$ cat src/include/asbp_defines.vh
`ifndef ASBP_DEFINES_VH
`define ASBP_DEFINES_VH

// ==========================================================
// Bus widths
`define ASBP_ADDR_W            19
`define ASBP_DATA_W            8

// ==========================================================
// Clock period and device timing, in ns
`define ASBP_CLK_NS            4
`define ASBP_T_ADDR_VALID_NS   10
`define ASBP_T_DATA_HOLD_NS    3
`define ASBP_T_ADDR_SETUP_NS   7
`define ASBP_T_DATA_SETUP_NS   6
`define ASBP_T_WR_FLOAT_NS     5

// Power-up wait, in us
`define ASBP_T_POWER_US        100

// Device least times round up to whole cycles; the power-up wait divides down
`define ASBP_CYC_UP(ns)        (((ns) + `ASBP_CLK_NS - 1) / `ASBP_CLK_NS)
`define ASBP_RD_CYC            `ASBP_CYC_UP(`ASBP_T_ADDR_VALID_NS)
`define ASBP_AW_CYC            `ASBP_CYC_UP(`ASBP_T_ADDR_SETUP_NS)
`define ASBP_SD_CYC            `ASBP_CYC_UP(`ASBP_T_DATA_SETUP_NS)
`define ASBP_HZ_CYC            `ASBP_CYC_UP(`ASBP_T_WR_FLOAT_NS)
`define ASBP_PWR_CYC           ((`ASBP_T_POWER_US * 1000) / `ASBP_CLK_NS)

// ==========================================================
// Controller states
`define ASBP_ST_PWR            3'h0
`define ASBP_ST_IDLE           3'h1
`define ASBP_ST_RD             3'h2
`define ASBP_ST_WR             3'h3
`define ASBP_ST_END            3'h4

`endif

$ cat src/rtl/asbp_host.v
`timescale 1ns/10ps
`include "asbp_defines.vh"
module asbp_host #(
  parameter PWR_CYC = `ASBP_PWR_CYC
) (
  input  wire                    CLK_I,
  input  wire                    RST_N_I,
  input  wire                    REQ_VALID_I,
  input  wire                    REQ_WRITE_I,
  input  wire [`ASBP_ADDR_W-1:0] REQ_ADDR_I,
  input  wire [`ASBP_DATA_W-1:0] REQ_WDATA_I,
  output wire                    REQ_READY_O,
  output reg                     RSP_VALID_O,
  output reg  [`ASBP_DATA_W-1:0] RSP_RDATA_O,
  output reg  [`ASBP_ADDR_W-1:0] ADDRESS_LINES_O,
  output reg                     CHIP_SEL_N_O,
  output reg                     OUT_EN_N_O,
  output reg                     WRITE_N_O,
  input  wire [`ASBP_DATA_W-1:0] DATA_LINES_I,
  output reg  [`ASBP_DATA_W-1:0] DATA_LINES_O,
  output reg                     DATA_LINES_OE_O
);
  localparam [2:0] ST_PWR  = `ASBP_ST_PWR;
  localparam [2:0] ST_IDLE = `ASBP_ST_IDLE;
  localparam [2:0] ST_RD   = `ASBP_ST_RD;
  localparam [2:0] ST_WR   = `ASBP_ST_WR;
  localparam [2:0] ST_END  = `ASBP_ST_END;
  // Read waits access time, then four edges until stages two and three agree
  localparam integer RD_I   = `ASBP_RD_CYC + 4;
  localparam integer AW_I   = `ASBP_AW_CYC;
  localparam integer SD_I   = `ASBP_SD_CYC;
  localparam integer HZ_I   = `ASBP_HZ_CYC;
  localparam integer PW_I   = PWR_CYC;
  localparam [23:0]  RD_CNT = RD_I[23:0];
  localparam [23:0]  AW_CNT = AW_I[23:0];
  localparam [23:0]  SD_CNT = SD_I[23:0];
  localparam [23:0]  HZ_CNT = HZ_I[23:0];
  // Write pulse covers address and data setup, and float delay plus setup
  localparam [23:0] WR_CNT = (AW_CNT > HZ_CNT + SD_CNT) ? AW_CNT : HZ_CNT + SD_CNT;
  localparam [23:0] PW_CNT = PW_I[23:0];

  // ==========================================================
  // Reset release
  reg rst_s1_r;
  reg rst_n_r;

  always @(posedge CLK_I or negedge RST_N_I)
  begin
    if (!RST_N_I)
    begin
      rst_s1_r <= 1'b0;
      rst_n_r  <= 1'b0;
    end
    else
    begin
      rst_s1_r <= 1'b1;
      rst_n_r  <= rst_s1_r;
    end
  end

  // ==========================================================
  // Read data pins come from the memory, outside this clock
  wire [`ASBP_DATA_W-1:0] rd_sync;

  asbp_sync #(
    .W (`ASBP_DATA_W)
  ) u_sync (
    .clk_i   (CLK_I),
    .rst_n_i (rst_n_r),
    .d_i     (DATA_LINES_I),
    .q_o     (rd_sync)
  );

  // ==========================================================
  // Sequencer
  reg [2:0]  state_r;
  reg [2:0]  state_nxt;
  reg [23:0] cnt_r;
  reg [23:0] cnt_nxt;

  assign REQ_READY_O = (state_r == ST_IDLE);

  always @*
  begin
    state_nxt = state_r;
    cnt_nxt   = cnt_r;
    case (state_r)
      ST_PWR:
      begin
        if (cnt_r >= PW_CNT - 24'h1)
        begin
          state_nxt = ST_IDLE;
          cnt_nxt   = 24'h0;
        end
        else
          cnt_nxt = cnt_r + 24'h1;
      end
      ST_IDLE:
      begin
        cnt_nxt = 24'h0;
        if (REQ_VALID_I)
          state_nxt = REQ_WRITE_I ? ST_WR : ST_RD;
      end
      ST_RD:
      begin
        if (cnt_r >= RD_CNT - 24'h1)
          state_nxt = ST_END;
        else
          cnt_nxt = cnt_r + 24'h1;
      end
      ST_WR:
      begin
        if (cnt_r >= WR_CNT - 24'h1)
          state_nxt = ST_END;
        else
          cnt_nxt = cnt_r + 24'h1;
      end
      ST_END:
      begin
        state_nxt = ST_IDLE;
        cnt_nxt   = 24'h0;
      end
      default:
      begin
        state_nxt = ST_PWR;
        cnt_nxt   = 24'h0;
      end
    endcase
  end

  // ==========================================================
  // Pin drive; all memory pins from flip-flops, so no glitches reach the memory
  always @(posedge CLK_I or negedge rst_n_r)
  begin
    if (!rst_n_r)
    begin
      state_r         <= ST_PWR;
      cnt_r           <= 24'h0;
      ADDRESS_LINES_O <= {`ASBP_ADDR_W{1'b0}};
      CHIP_SEL_N_O    <= 1'b1;
      OUT_EN_N_O      <= 1'b1;
      WRITE_N_O       <= 1'b1;
      DATA_LINES_O    <= {`ASBP_DATA_W{1'b0}};
      DATA_LINES_OE_O <= 1'b0;
      RSP_VALID_O     <= 1'b0;
      RSP_RDATA_O     <= {`ASBP_DATA_W{1'b0}};
    end
    else
    begin
      state_r     <= state_nxt;
      cnt_r       <= cnt_nxt;
      RSP_VALID_O <= 1'b0;
      case (state_r)
        ST_IDLE:
        begin
          if (REQ_VALID_I)
          begin
            // Address, select and strobes change together: address valid at select edge
            ADDRESS_LINES_O <= REQ_ADDR_I;
            CHIP_SEL_N_O    <= 1'b0;
            WRITE_N_O       <= ~REQ_WRITE_I;
            // Output enable stays high on writes, so no read data meets ours
            OUT_EN_N_O      <= REQ_WRITE_I;
            DATA_LINES_O    <= REQ_WDATA_I;
            DATA_LINES_OE_O <= REQ_WRITE_I;
          end
        end
        ST_RD:
        begin
          if (cnt_r >= RD_CNT - 24'h1)
          begin
            RSP_RDATA_O  <= rd_sync;
            RSP_VALID_O  <= 1'b1;
            CHIP_SEL_N_O <= 1'b1;
            OUT_EN_N_O   <= 1'b1;
          end
        end
        ST_WR:
        begin
          if (cnt_r >= WR_CNT - 24'h1)
          begin
            // Write strobe alone ends the write; data and address held one more cycle
            WRITE_N_O <= 1'b1;
            RSP_VALID_O <= 1'b1;
          end
        end
        ST_END:
        begin
          CHIP_SEL_N_O    <= 1'b1;
          DATA_LINES_OE_O <= 1'b0;
        end
        default:
        begin
          CHIP_SEL_N_O <= 1'b1;
        end
      endcase
    end
  end
endmodule

$ cat src/rtl/asbp_sync.v
`timescale 1ns/10ps
// ==========================================================
// Three-stage synchroniser; output moves when stages two and three agree
module asbp_sync #(
  parameter W = 8
) (
  input  wire         clk_i,
  input  wire         rst_n_i,
  input  wire [W-1:0] d_i,
  output reg  [W-1:0] q_o
);
  reg [W-1:0] s1_r;
  reg [W-1:0] s2_r;
  reg [W-1:0] s3_r;
  integer     k;

  always @(posedge clk_i or negedge rst_n_i)
  begin
    if (!rst_n_i)
    begin
      s1_r <= {W{1'b0}};
      s2_r <= {W{1'b0}};
      s3_r <= {W{1'b0}};
      q_o  <= {W{1'b0}};
    end
    else
    begin
      s1_r <= d_i;
      s2_r <= s1_r;
      s3_r <= s2_r;
      for (k = 0; k < W; k = k + 1)
        if (s2_r[k] == s3_r[k])
          q_o[k] <= s3_r[k];
    end
  end
endmodule

$ cat config.mk
export PLATFORM = sky130hd
export DESIGN_NAME = asbp_host
export DESIGN_NICKNAME = d
export VERILOG_FILES = /design/src/rtl/asbp_host.v /design/src/rtl/asbp_sync.v
export VERILOG_INCLUDE_DIRS = /design/src /design/src/include
export SDC_FILE = /design/constraint.sdc
export NUM_CORES = 1
export LEC_CHECK = 0
export BUFFER_PORTS_ARGS = -buffer_cell sky130_fd_sc_hd__buf_2
export CORE_UTILIZATION = 54
export DETAILED_ROUTE_END_ITERATION = 10
export PLACE_DENSITY = 0.79
export SLEW_MARGIN = 40
export SYNTH_ARGS = -nofsm -noshare
export SYNTH_HDL_FRONTEND = slang
export SYNTH_SLANG_ARGS = --single-unit
$ cat constraint.sdc
create_clock -name CLK_I -period 3.3 [get_ports CLK_I]
set_input_delay 0.495 -clock CLK_I [delete_from_list [all_inputs] [get_ports CLK_I]]
set_output_delay 0.495 -clock CLK_I [all_outputs]
set_load 0.05 [all_outputs]
### Word-level counts from Yosys, hierarchy flattened

Cells that the tools add are included.

| storage, ports and cells | value |
|---|---|
| input bits | 39 |
| output and inout port bits | 41 |
| word-level logic and storage cells | 81 |
| bits in registers | 101 |

| cells by class | value |
|---|---|
| equality and inequality tests | 18 |
| order comparisons | 3 |
| bitwise gates (word level) | 2 |
| reduce and logical (&&, ||, !) cells | 12 |
| add/subtract/negate cells | 1 |
| multiplexer cells | 22 |

Operator list:

| operator | count |
|---|---|
| 24-bit two-way mux | 3 |
| 24-bit case mux with 3 select lines | 1 |
| 24-bit by 1-bit adder with 24-bit output, second input constant | 1 |
| 24-bit by 15-bit greater-or-equal comparator with 1-bit output, second input constant | 1 |
| 24-bit by 2-bit greater-or-equal comparator with 1-bit output, second input constant | 1 |
| 24-bit by 3-bit greater-or-equal comparator with 1-bit output, second input constant | 1 |
| 3-bit case mux with 5 select lines | 1 |
| 3-bit two-way mux | 4 |
| 2-bit != test, second input constant | 6 |
| 3-bit AND reduction | 3 |
| 1-bit equality test | 8 |
| 1-bit two-way mux | 8 |
| 1-bit case mux with 2 select lines | 4 |
| 2-bit AND reduction | 4 |
| 3-bit by 2-bit equality test with 1-bit output, second input constant | 2 |
| 2-bit nonzero test | 3 |
| 4-bit AND reduction | 1 |
| 3-bit by 1-bit equality test with 1-bit output, second input constant | 1 |
| 3-bit equality test, second input constant | 1 |
| 3-bit logical NOT | 1 |
| 1-bit case mux with 3 select lines | 1 |
| 1-bit inverter | 2 |

### Logic depth before layout (Yosys ltp)

Gate-level depths: netlist of run 1.

| logic depth | value |
|---|---|
| depth in word-level cells | 3 |
| gate-level depth with buffers | 10 |
| gate-level depth less buffers | 8 |

### Modules after synthesis

From an unflattened synthesis of run 1, not the netlist that was laid out.

| second synthesis, totals | value |
|---|---|
| cells, all modules | 369 |
| area, all modules | 3987.6 um^2 |

Modules (own cells, without submodules):

| module | area an instance (um^2) | cells an instance | instances | sequential area each (um^2) |
|---|---|---|---|---|
| asbp_host | 3096.7 | 329 | 1 | 1730.4 |
| asbp_sync | 890.9 | 40 | 1 | 800.8 |

### Worst setup path after synthesis of run 1

OpenSTA, ideal clock, no wires.

| timing | value |
|---|---|
| kind | register to register |
| start point | reg state_r[0] |
| end point | reg ADDRESS_LINES_O[10] |
| path buffers | 3 |
| clock period less this slack | 3108 ps |
| setup time | 66 ps |
| arrival time | 3041 ps |
| cell stages (with the launch flop) | 8 |
| path slack | 192 ps |
| required time | 3234 ps |
| cells stage by stage | dfrtp_1 -> clkbuf_1 -> nor3b_1 -> and2_1 -> clkbuf_1 -> clkbuf_1 -> nand2_1 -> nand2_1 |

| between the ends | value |
|---|---|
| word-level cells in the longest chain between the ends | 2 |

Ends and longest elaborated chain:

| what | line | text |
|---|---|---|
| from (decl) | asbp_host.v:76 | `reg [2:0] state_r;` |
| from (signal assigned) | asbp_host.v:150 | `state_r <= state_nxt;` |
| 3-bit by 1-bit equality test with 1-bit output | n/a |  |
| named net REQ_READY_O | asbp_host.v:12 | `output wire REQ_READY_O,` |
| 2-bit AND reduction (no line) | n/a |  |
| to (signal assigned) | asbp_host.v:139 | `` ADDRESS_LINES_O <= {`ASBP_ADDR_W{1'b0}}; `` |
| to (decl) | asbp_host.v:15 | `` output reg [`ASBP_ADDR_W-1:0] ADDRESS_LINES_O, `` |

The timed path passes the listed nets, and every way through them passes these cells.
A chain may end at the register's enable or synchronous reset.

### Worst setup path after layout of run 1

| timing | value |
|---|---|
| start point | reg cnt_r[11] |
| end point | reg cnt_r[11] |

| between the ends | value |
|---|---|
| word-level cells in the longest chain between the ends | 3 |
| elaborated cells between the ends (all ways) | 11 |
| those cells by class | 1 x add/sub; 3 x order compare; 2 x eq/ne; 4 x mux; 1 x reduce/logical |

Ends and longest elaborated chain:

| what | line | text |
|---|---|---|
| from (decl) | asbp_host.v:78 | `reg [23:0] cnt_r;` |
| from (signal assigned) | asbp_host.v:151 | `cnt_r <= cnt_nxt;` |
| 24-bit by 1-bit adder with 24-bit output, or another cell as far along | asbp_host.v:96, asbp_host.v:109, asbp_host.v:116 |  |
| 24-bit two-way mux, or another cell as far along | asbp_host.v:113 | `if (cnt_r >= WR_CNT - 24'h1)` |
| 24-bit case mux with 3 select lines / 2-bit AND reduction (equally long branches) | n/a |  |

Several ways; a longest one is shown, not always the timed one. The select of a mux whose other input is x is not followed.

==> reports/metrics.yaml, run 1 <==
via_count: 2832
crit_path_max_incr_delay_ns: 0.56
powerDensity_nw_per_um2: 917
cts_buffer_depth: 2
cp.arrival_ns: 3.03
final_max_slew_viol_count: 0
synth_area_per_cell_um2: 10.9
crit_family: "simple AND/OR/NAND/NOR gates"
dr.pass1.iters: 4
hold_depth: 1
io_buffers: 79
multi_input_area_um2: 1300
ys.flop_type: "dfrtp_1"
cap_violations: 0
syn-num-nets: 400
clock_latency_ns: 0.36
yosys-top-cells-area: "dfrtp_1 62%, nand2_1 9.4%, mux2_2 2.3%"
antennaDiodeCount: 0
fmax_mhz: 364
relSlewSlack: 0.498
hpwl_um: 5290
overflow: 0
reg2regPathDepth: 6
cts-buffers-inserted: 9
fin_cells: 541
netlist_area_um2: 3930
rows: 30
cts_htree_levels: 3
required_ns: 3.59
clkSinkCount: 101
grt_start_max_net_pins: 41
rsz0062_at_grt: "no"
period_minus_slack_ns: 2.74
finalHoldViolCount: 0
initial_core_util: 0.568
yosysTopAreaCell: "dfrtp_1"
critPathLaunchType: "flip-flop"
synth-seq-cells: 101
ys_async_sr_fraction: 1.00
endpoint_kind: "flip-flop"
synth.top_cell.area_share: 0.625
yosysUniqueCellTypes: 40
cp_max_fo: 29
synth-edff-count: 0
status: "finished, final reports clean"
tns_ns: 0
regArea_um2: 2530
grt_usage: 0.217
layout-drive-gt1-share: 0.263
dieWidth_um: 87.3
wire_per_inst_um: 14.2
crit_cells: 6
gp_congestion: 0.803
syn_inst: 359
leakage_uw: 0.00233
core_um2: 6910
ioPinCount: 80
grt_pass1_vias: 2660
nNetsFinal: 481
dieArea_um2: 7610
syn_to_final_growth_pct: 18.1
final-setup-viol-count: 0
die_h_um: 87.3
fin_skew_ns: 0.0118
worst_pin_slew_ns: 0.752
wirelength_um: 7710
vias_per_cell: 5.23
vdd.ir_drop.worst_v: 0.000673
yosys_warnings: 0
finalCritPeriodShare: 0.832
dp_cells: 524
cts-root-buf: "clkbuf_8"
cts_resized: 0
criticalPathCategory: "flip-flop to flip-flop"
crit_slowest_cell: "or4_1"
cts_tree: "built"
drc: 0
yosysSeqAreaShare: 0.645
synthTopCellsByCount: "98 x dfrtp_1, 98 x nand2_1, 16 x o21ai_0"
whs_ns: 0.228
drt_iter0_drc: 209
crit_chain: "or3_1, or4_4, o31ai_4, inv_2, or4_1, a21oi_1"
fillers: 548
crit_buf_inv: 1
grt_first_pass_wirelength_um: 12500
hold_path_class: "input pin to flip-flop"
antenna_found_initial: 0
path_clk_slew_ns: 0.10
drt.antenna.violating_nets: 0
## placed cells by master (no fill, tap or decap), types with 2 or more instances in the layout
cell type   instances
a21o_1              2
a21oi_1            15
a41oi_1             2
and2_1              6
and3_1              2
buf_2              79
buf_4               3
clkbuf_8           10
clkinvlp_4          2
dfrtp_1            97
dfstp_2             3
ha_1                2
inv_1               9
inv_8               2
maj3_1              8
mux2_2              8
nand2_1            97
nand3_1             7
nand4_1             7
nor2_1             10
nor3_1              2
nor4_1              8
o21a_1              4
o21ai_0            16
o31a_1              3
o31ai_1             4
or3_1              10
or4_1               4
## area by class of cell
cell class,instances,area share
Tap cell,96,0.0259
Multi-Input combinational cell,234,0.281
Timing Repair Buffer,84,0.0966
Clock inverter,6,0.0119
Inverter,10,0.00810
Sequential cell,101,0.547
Clock buffer,10,0.0297
## power breakdown
part	leakage, uW	internal (uW)	total [uW]	switching, uW
Sequential	0.00127	1530	1730	199
Combinational	0.000969	429	1770	1340
Clock	0.0000929	309	755	446
Total	0.00233	2270	4250	1980
## metal layers
metal / global-route usage / wire length [um] / share of wire / vias up
met5: 0 / 0 / 0 / -
met4: 0.0626 / 76 / 0.0099 / 0
met3: 0.0664 / 391 / 0.051 / 7
met2: 0.354 / 3800 / 0.49 / 68
met1: 0.282 / 3440 / 0.45 / 1371
li1: - / - / - / 1386
## sequential cells by signal (all words and copies together) (netlist names)
signal and cells:
DATA_LINES_O 8, u_sync.q_o 8, RSP_VALID_O 1, u_sync.s2_r 8, rst_n_r 1, u_sync.s1_r 8, cnt_r 24, OUT_EN_N_O 1
WRITE_N_O 1, u_sync.s3_r 8, RSP_RDATA_O 8, state_r 3, DATA_LINES_OE_O 1, CHIP_SEL_N_O 1, rst_s1_r 1, ADDRESS_LINES_O 19
## final timing paths
path	start	end	slack (ns)
worst max-delay path	cnt_r[11]	cnt_r[11]	0.56
worst min-delay path	DATA_LINES_I[7]	u_sync.s1_r[7]	0.23
worst max register to register	cnt_r[11]	cnt_r[11]	0.56
worst min register to register	rst_n_r	ADDRESS_LINES_O[12]	0.25
max in group asynchronous	rst_n_r	u_sync.q_o[7]	2.23
min in group asynchronous	rst_n_r	ADDRESS_LINES_O[12]	0.25
## worst register-to-register path, stage by stage (launching register included)
cell and delay (ns):
dfrtp_1 0.44, or3_1 0.43, or4_4 0.47, o31ai_4 0.37, inv_2 0.25, or4_1 0.56, a21oi_1 0.16
## cell families (layout without fill, tap and decap cells)
family	count (synthesis)	after routing	synth area share
DFF	101	101	0.645
and+or+nand+nor	160	160	0.186
other	1	1	0.000955
muxes	8	8	0.0230
AOI/OAI and AO/OA	55	55	0.0934
adders and majority gates	10	10	0.0268
buffers and inverters	24	110	0.0249
## repair_timing
| action | in CTS | in global routing |
|---|---|---|
| hold endpoints to repair | 2 | 0 |
| buffers inserted | 0 | 0 |
| hold buffers | 1 | 0 |
## per-stage QoR
| stage | power (uW) | worst slack (ns) | instance area (um^2) | util |
|---|---|---|---|---|
| final | 4250 | 0.555 | 4640 | 0.671 |
| after global routing | 4490 | 0.408 | 4640 | 0.671 |
| after CTS | 4280 | 0.571 | 4640 | 0.671 |
| after detailed placement | 3520 | 0.614 | 4430 | 0.642 |
| after global placement | 3460 | 0.651 | 4410 | 0.638 |
| after floorplan | 3090 | 0.192 | 3930 | - |
Note: power is estimated with default switching activity, not from simulation.
==> inputs of run 2 (changes only) <==
--- a/config.mk
+++ b/config.mk
@@ -6,10 +6,11 @@
 export SDC_FILE = /design/constraint.sdc
 export NUM_CORES = 1
 export LEC_CHECK = 0
+export ABC_AREA = 1
 export BUFFER_PORTS_ARGS = -buffer_cell sky130_fd_sc_hd__buf_2
-export CORE_UTILIZATION = 54
+export CORE_UTILIZATION = 50
 export DETAILED_ROUTE_END_ITERATION = 10
-export PLACE_DENSITY = 0.79
+export PLACE_DENSITY = 0.76
 export SLEW_MARGIN = 40
 export SYNTH_ARGS = -nofsm -noshare
 export SYNTH_HDL_FRONTEND = slang
==> constraint.sdc (replaced) <==
create_clock -name CLK_I -period 2.2 [get_ports CLK_I]
set_input_delay 0.33 -clock CLK_I [delete_from_list [all_inputs] [get_ports CLK_I]]
set_output_delay 0.33 -clock CLK_I [all_outputs]
set_load 0.05 [all_outputs]
==> run 2 against run 1 <==
Non-clock buffer count is 2 higher. Combinational power is 96% lower. Setup slack worse by 0.21 ns. Routed wire length is 5.5% higher. Maximum frequency is 48% higher. Register-to-register slack worse by 0.21 ns. Design area is 8.2% higher. Count of clock-buffer cells in the layout is 1 lower. Power is 26% lower. Critical path type unchanged. Largest cell class unchanged.
==> reports/metrics.yaml, run 2 <==
overflow: 0  # unchanged
period_minus_slack_ns: 1.86  # -0.885 ns
via_count: 3051  # +7.7%
syn_inst: 408  # +14%
grt_usage: 0.192  # -0.0247
dieArea_um2: 8980  # +18%
final-setup-viol-count: 0  # unchanged
cts_tree: "built"
min_from: "DATA_LINES_I[7]"
reg2regPathDepth: 10  # +4
dieWidth_um: 94.8  # +8.6%
yosysTopAreaCell: "dfrtp_1"
rr_startpoint: "cnt_r[0]"
finish.utilization: 0.608  # -0.0636
cp_max_fo: 17  # -41%
synth-seq-cells: 101  # unchanged
ys.flop_type: "dfrtp_1"
ioPinCount: 80  # unchanged
p_seq_frac: 0.610  # +0.204
synth.top_cell.area_share: 0.570  # -0.0550
fin_cells: 606  # +12%
initial_core_util: 0.521  # -0.0471
hpwl_um: 6130  # +16%
fin_skew_ns: 0.0205  # +0.00872 ns
grt_pass1_vias: 2871  # +7.9%
ys_async_sr_fraction: 1.00  # unchanged
largest-register: "cnt_r"
clkSinkCount: 101  # unchanged
wirelength_um: 8130  # +5.5%
cts_resized: 0  # unchanged
syn-num-nets: 449  # +12%
antennaDiodeCount: 0  # unchanged
grt_start_max_net_pins: 41  # unchanged
powerDensity_nw_per_um2: 629  # -31%
netlist_area_um2: 4300  # +9.7%
critPathLaunchType: "flip-flop"
endpoint_kind: "flip-flop"
wire_per_inst_um: 13.4  # -5.8%
worst_r2r_endpoint: "cnt_r[9]"
tns_ns: 0  # unchanged
vdd.ir_drop.worst_v: 0.000575  # -15%
finalHoldViolCount: 0  # unchanged
dr.pass1.iters: 5  # +1
worst_pin_slew_ns: 0.501  # -0.252 ns
post-place-ws_ns: 0.373  # -0.242 ns
core_um2: 8260  # +20%
p_sw_uw: 770  # -61%
cts_buffer_depth: 2  # unchanged
required_ns: 2.45  # -1.14 ns
clkPwrFrac: 0.367  # +0.189
final_common_cell: "dfrtp_1"
post_cts_buffers: 0  # unchanged
cp.arrival_ns: 2.11  # -0.92 ns
status: "finished, final reports clean"
final_cell_mix: "97 x dfrtp_1, 94 x nand2_1, 79 x buf_2, 35 x nor2_1, 33 x inv_1"
gp_congestion: 0.895  # +11%
crit_family: "simple AND/OR/NAND/NOR gates"
synth_area_per_cell_um2: 10.5  # -3.5%
swShare: 0.244  # -0.223
hold_buffers: 1  # unchanged
intPower_uw: 2390  # +5.3%
synthTopCellsByCount: "98 x dfrtp_1, 94 x nand2_1, 35 x nor2_1"
syn_to_final_growth_pct: 16.6
rows: 33  # +10%
antenna_found_initial: 0  # unchanged
leakage_uw: 0.00270  # +16%
drt_iter0_drc: 155  # -26%
cts-buffers-inserted: 9  # unchanged
whs_endpoint: "u_sync.s1_r[7]"
pwr-share-comb: 0.023  # -0.393
relSlewSlack: 0.665  # +0.167
largest_reg_flops: 24  # unchanged
synth-edff-count: 0  # unchanged
io_buffers: 79  # unchanged
grt_first_pass_wirelength_um: 13100  # +4.7%
reg.largest.list: "cnt_r: 24 flops, ADDRESS_LINES_O: 19 flops"
crit_cells: 10  # +4
path_clk_slew_ns: 0.12  # +0.02 ns
clock_latency_ns: 0.38  # +0.02 ns
yosys-top-cells-area: "dfrtp_1 57%, nand2_1 8.2%, mux2_2 6.8%"
crit_buf_inv: 2  # +1
crit_path_max_incr_delay_ns: 0.43  # -0.13 ns
cap_violations: 0  # unchanged
hold_path_class: "input pin to flip-flop"
cts_htree_levels: 3  # unchanged
drc: 0  # unchanged
drt.antenna.violating_nets: 0  # unchanged
vias_per_cell: 5.03  # -3.8%
cts-root-buf: "clkbuf_8"
rrSetupSlack_ns: 0.34  # -0.21 ns
hold_depth: 1  # unchanged
yosys.cell_count.top_type: "dfrtp_1"
die_h_um: 94.8  # +8.6%
fmax_mhz: 538  # +48%
criticalPathCategory: "flip-flop to flip-flop"
nNetsFinal: 537  # +12%
yosys_warnings: 0  # unchanged
rsz0062_at_grt: "no"
finalCritPeriodShare: 0.845  # +0.0134
final_max_slew_viol_count: 0  # unchanged
yosysUniqueCellTypes: 37  # -7.5%
crit_slowest_cell: "dfrtp_1"
yosysSeqAreaShare: 0.588  # -0.0568
layout-drive-gt1-share: 0.303  # +0.0405
crit_chain: "inv_1, ha_1, nand2_1, nand2_1, nor2_4, nand3_4, nand2_4, nand2_4, inv_6, o21ai_0"
dp_cells: 589  # +12%
layout_setup_ws_ns: 0.340  # -0.215 ns
-- run 2: cell count changes after synthesis, sizes merged, moves of 8 or more --
cell    previous run  this run
nor2              11        44
inv               10        36
nand3              7        30
mux2               8        27
clkbuf            13         0
a21oi             15         3
or3               10         0
buf                1         9
nor4               8         0
-- run 2: power by group through the flow --
stage	clock network [uW]	registers (uW)	logic, uW
after floorplan	0	1970	12.7
after global placement	0	1960	71.3
after detailed placement	0	1960	74.9
after CTS	1190	1930	76.2
after global routing	1250	1940	84.1
final	1160	1930	73.3
-- run 2: stage by stage --
stage	total power (uW)	hold WS (ns)	area [um^2]
3_5_place_dp	2040	0.117	4800
5_1_grt	3270	0.0216	5020
3_3_place_gp	2030	0.116	4800
6_report	3160	0.0545	5020
2_1_floorplan	1980	0.0344	4310
4_1_cts	3190	0.0335	5020
-- run 2: how the worst max path moves through the flow --
stage                   from            endpoint  slack [ns]
floorplan            rst_n_r  ADDRESS_LINES_O[0]        0.51
global placement    cnt_r[0]            cnt_r[5]        0.45
detailed placement  cnt_r[0]            cnt_r[5]        0.37
CTS                 cnt_r[0]            cnt_r[9]        0.36
global route        cnt_r[0]            cnt_r[5]        0.19
finish              cnt_r[0]            cnt_r[9]        0.34
-- run 2: cells by family after synthesis --
group	Yosys count	synth area share
flops	101	0.588
xor+xnor	7	0.0142
buf+inv	45	0.0529
simple gates	200	0.228
mux	27	0.0706
other cells	1	0.000871
compound gates	17	0.0212
fa+ha+maj	10	0.0244
-- run 2: final cells by class --
class	instances	area, um^2
clock inverters	7	78.8
fillers	678	3240
well taps	105	131
inverters	36	140
repair buffers	86	463
multi-input cells	262	1550
flip-flops and latches	101	2530
clock buffers	9	124
-- run 2: worst reg2reg max path: stages (launching register included) --
cell	delay (ns)
dfrtp_1	0.43
inv_1	0.11
ha_1	0.21
nand2_1	0.06
nand2_1	0.08
nor2_4	0.14
nand3_4	0.13
nand2_4	0.16
nand2_4	0.14
inv_6	0.15
o21ai_0	0.10
-- run 2: metal layers --
layer  GRT usage  share of wire  vias up
met5           0              0        -
met4      0.0783          0.015        0
met3      0.0507          0.062       13
li1            -              -     1496
met1       0.259           0.45     1432
met2       0.296           0.47      110
==> inputs of run 3 (changes only) <==
--- a/config.mk
+++ b/config.mk
@@ -8,9 +8,9 @@
 export LEC_CHECK = 0
 export ABC_AREA = 1
 export BUFFER_PORTS_ARGS = -buffer_cell sky130_fd_sc_hd__buf_2
-export CORE_UTILIZATION = 50
+export CORE_UTILIZATION = 55
 export DETAILED_ROUTE_END_ITERATION = 10
-export PLACE_DENSITY = 0.76
+export PLACE_DENSITY = 0.79
 export SLEW_MARGIN = 40
 export SYNTH_ARGS = -nofsm -noshare
 export SYNTH_HDL_FRONTEND = slang
==> constraint.sdc (replaced) <==
create_clock -name CLK_I -period 1.91 [get_ports CLK_I]
set_input_delay 0.2865 -clock CLK_I [delete_from_list [all_inputs] [get_ports CLK_I]]
set_output_delay 0.2865 -clock CLK_I [all_outputs]
set_load 0.05 [all_outputs]
==> run 3 against run 2 <==
Die area shrank 8.9%. Combinational power increased by 39%. First-iteration DRC count is 59% higher. Highest routed layer unchanged. Design area increased by 2.9%. Clock skew shrank 0.013 ns. Sequential share of layout area shrank 1.4 points. Register-to-register slack worse by 0.18 ns. Power increased by 15%.
==> reports/metrics.yaml, run 3 (synthesis results as in run 2) <==
drc: 0  # unchanged
core_um2: 7410  # -10%
cp.arrival_ns: 2.06  # -0.05 ns
critPathLaunchType: "flip-flop"
drt.antenna.violating_nets: 0  # unchanged
rrSetupSlack_ns: 0.16  # -0.18 ns
hold_path_class: "input pin to flip-flop"
dieArea_um2: 8180  # -8.9%
vias_per_cell: 5.23  # +3.9%
crit_path_max_incr_delay_ns: 0.44  # about the same
nNetsFinal: 550  # +2.4%
layout-drive-gt1-share: 0.309  # +0.00595
criticalPathCategory: "flip-flop to flip-flop"
syn_to_final_growth_pct: 20.0
wirelength_um: 8740  # +7.5%
cp_max_fo: 17  # unchanged
hpwl_um: 6270  # +2.3%
cts_buffer_depth: 2  # unchanged
post-place-ws_ns: 0.0954  # -0.277 ns
dieWidth_um: 90.5  # -4.6%
antenna_found_initial: 0  # unchanged
p_seq_frac: 0.613  # +0.003
finish.utilization: 0.697  # +0.0896
grt_start_max_net_pins: 36  # -12%
status: "finished, final reports clean"
clkSinkCount: 101  # unchanged
powerDensity_nw_per_um2: 701  # +11%
wire_per_inst_um: 14.3  # +6.3%
crit_family: "simple AND/OR/NAND/NOR gates"
gp_congestion: 1.01  # +13%
finalCritPeriodShare: 0.919  # +0.0733
die_h_um: 90.5  # -4.6%
layout_setup_ws_ns: 0.156  # -0.185 ns
finalHoldViolCount: 0  # unchanged
largest-register: "cnt_r"
clock_latency_ns: 0.37  # about the same
cp_common_cell: "nand2_1"
reg.largest.list: "cnt_r: 24 flops, ADDRESS_LINES_O: 19 flops"
leakage_uw: 0.00277  # +2.5%
via_count: 3207  # +5.1%
pwr-share-comb: 0.028  # +0.005
p_sw_uw: 875  # +14%
fillers: 566  # -17%
endpoint_kind: "flip-flop"
swShare: 0.242  # -0.00225
dp_cells: 588  # -0.17%
cts_tree: "built"
total_power_uw: 3620  # +15%
crit_chain: "ha_1, nor2_1, nand2_1, nor2_2, nand3_1, nand2_2, nand2_8, inv_8, nand2_1, nand2_1"
final_max_slew_viol_count: 0  # unchanged
crit_slowest_cell: "dfrtp_1"
fin_cells: 613  # +1.2%
grt_first_pass_wirelength_um: 14800  # +13%
cap_violations: 0  # unchanged
final_cell_mix: "97 x dfrtp_1, 94 x nand2_1, 79 x buf_2, 34 x nor2_1, 33 x inv_1"
required_ns: 2.22  # -0.23 ns
overflow: 0  # unchanged
dr.pass1.iters: 5  # unchanged
clkPwrFrac: 0.358  # -0.009
crit_buf_inv: 1  # -1
path_clk_slew_ns: 0.10  # -0.02 ns
cts_htree_levels: 3  # unchanged
grt_pass1_vias: 3105  # +8.2%
cts-root-buf: "clkbuf_8"
io_buffers: 79  # unchanged
final-setup-viol-count: 0  # unchanged
whs_ns: 0.0239  # -0.0305 ns
intPower_uw: 2740  # +15%
drt_iter0_drc: 246  # +59%
fmax_mhz: 570  # +6.0%
cts-buffers-inserted: 9  # unchanged
regArea_um2: 2530  # unchanged
rows: 31  # -6.1%
multi_input_area_um2: 1570  # +1.3%
period_minus_slack_ns: 1.75  # -0.105 ns
final_common_cell: "dfrtp_1"
fin_skew_ns: 0.00786  # -0.0127 ns
largest_reg_flops: 24  # unchanged
grt_usage: 0.230  # +0.0375
antennaDiodeCount: 0  # unchanged
initial_core_util: 0.581  # +0.0598
vdd.ir_drop.worst_v: 0.000573  # -0.39%
ioPinCount: 80  # unchanged
run 3: cell count changes in the layout (fill, tap and decap cells not counted):
cell / before / now
nand2_4: 2 / 0
dlygate4sd3_1: 1 / 8
inv_6: 4 / 2
buf_12: 1 / 3
buf_4: 5 / 9
nand2_8: 0 / 2
nor2_1: 35 / 34
clkinvlp_4: 0 / 1
nor2_2: 2 / 3
clkinv_2: 0 / 1
run 3: final timing paths:
check,start,endpoint,depth (start not counted)
worst max-delay path,cnt_r[0],cnt_r[0],10
worst min-delay path,DATA_LINES_I[3],u_sync.s1_r[3],1
worst max register to register,cnt_r[0],cnt_r[0],10
worst min register to register,rst_n_r,u_sync.s2_r[2],0
max in group asynchronous,rst_n_r,ADDRESS_LINES_O[15],1
min in group asynchronous,RST_N_I,rst_n_r,2
run 3: final cells by class:
cell class	count	area share
inverter	36	0.0276
sequential	101	0.491
timing repair buffer	99	0.117
tap	99	0.0240
multi-input combinational	262	0.303
clock inverter	7	0.0138
clock buffer	9	0.0240
run 3: repair_timing:
item / 4_1_cts / 5_1_grt
hold endpoints to repair: 2 / 7
hold buffers: 1 / 7
setup endpoints to repair: 0 / 18
setup buffers: 0 / 1
resized for setup: 0 / 4
run 3: power by group through the flow:
stage / logic [uW] / registers, uW / clock network, uW
4_1_cts: 94.0 / 2220 / 1320
2_1_floorplan: 14.6 / 2270 / 0
3_5_place_dp: 91.0 / 2260 / 0
3_3_place_gp: 87.2 / 2260 / 0
6_report: 102 / 2220 / 1300
5_1_grt: 115 / 2230 / 1410
run 3: metrics by stage:
stage               setup TNS (ns)  instance area (um^2)
finish                           0                  5160
global placement                 0                  4860
detailed placement               0                  4860
CTS                              0                  5060
global route               -0.0238                  5160
floorplan                        0                  4310
run 3: metal layers:
layer	GRT usage	routed length, um	up-vias
met4	0.0699	142	0
met1	0.306	3840	1550
li1	-	-	1525
met2	0.372	4330	114
met3	0.0589	430	18
met5	0	0	-
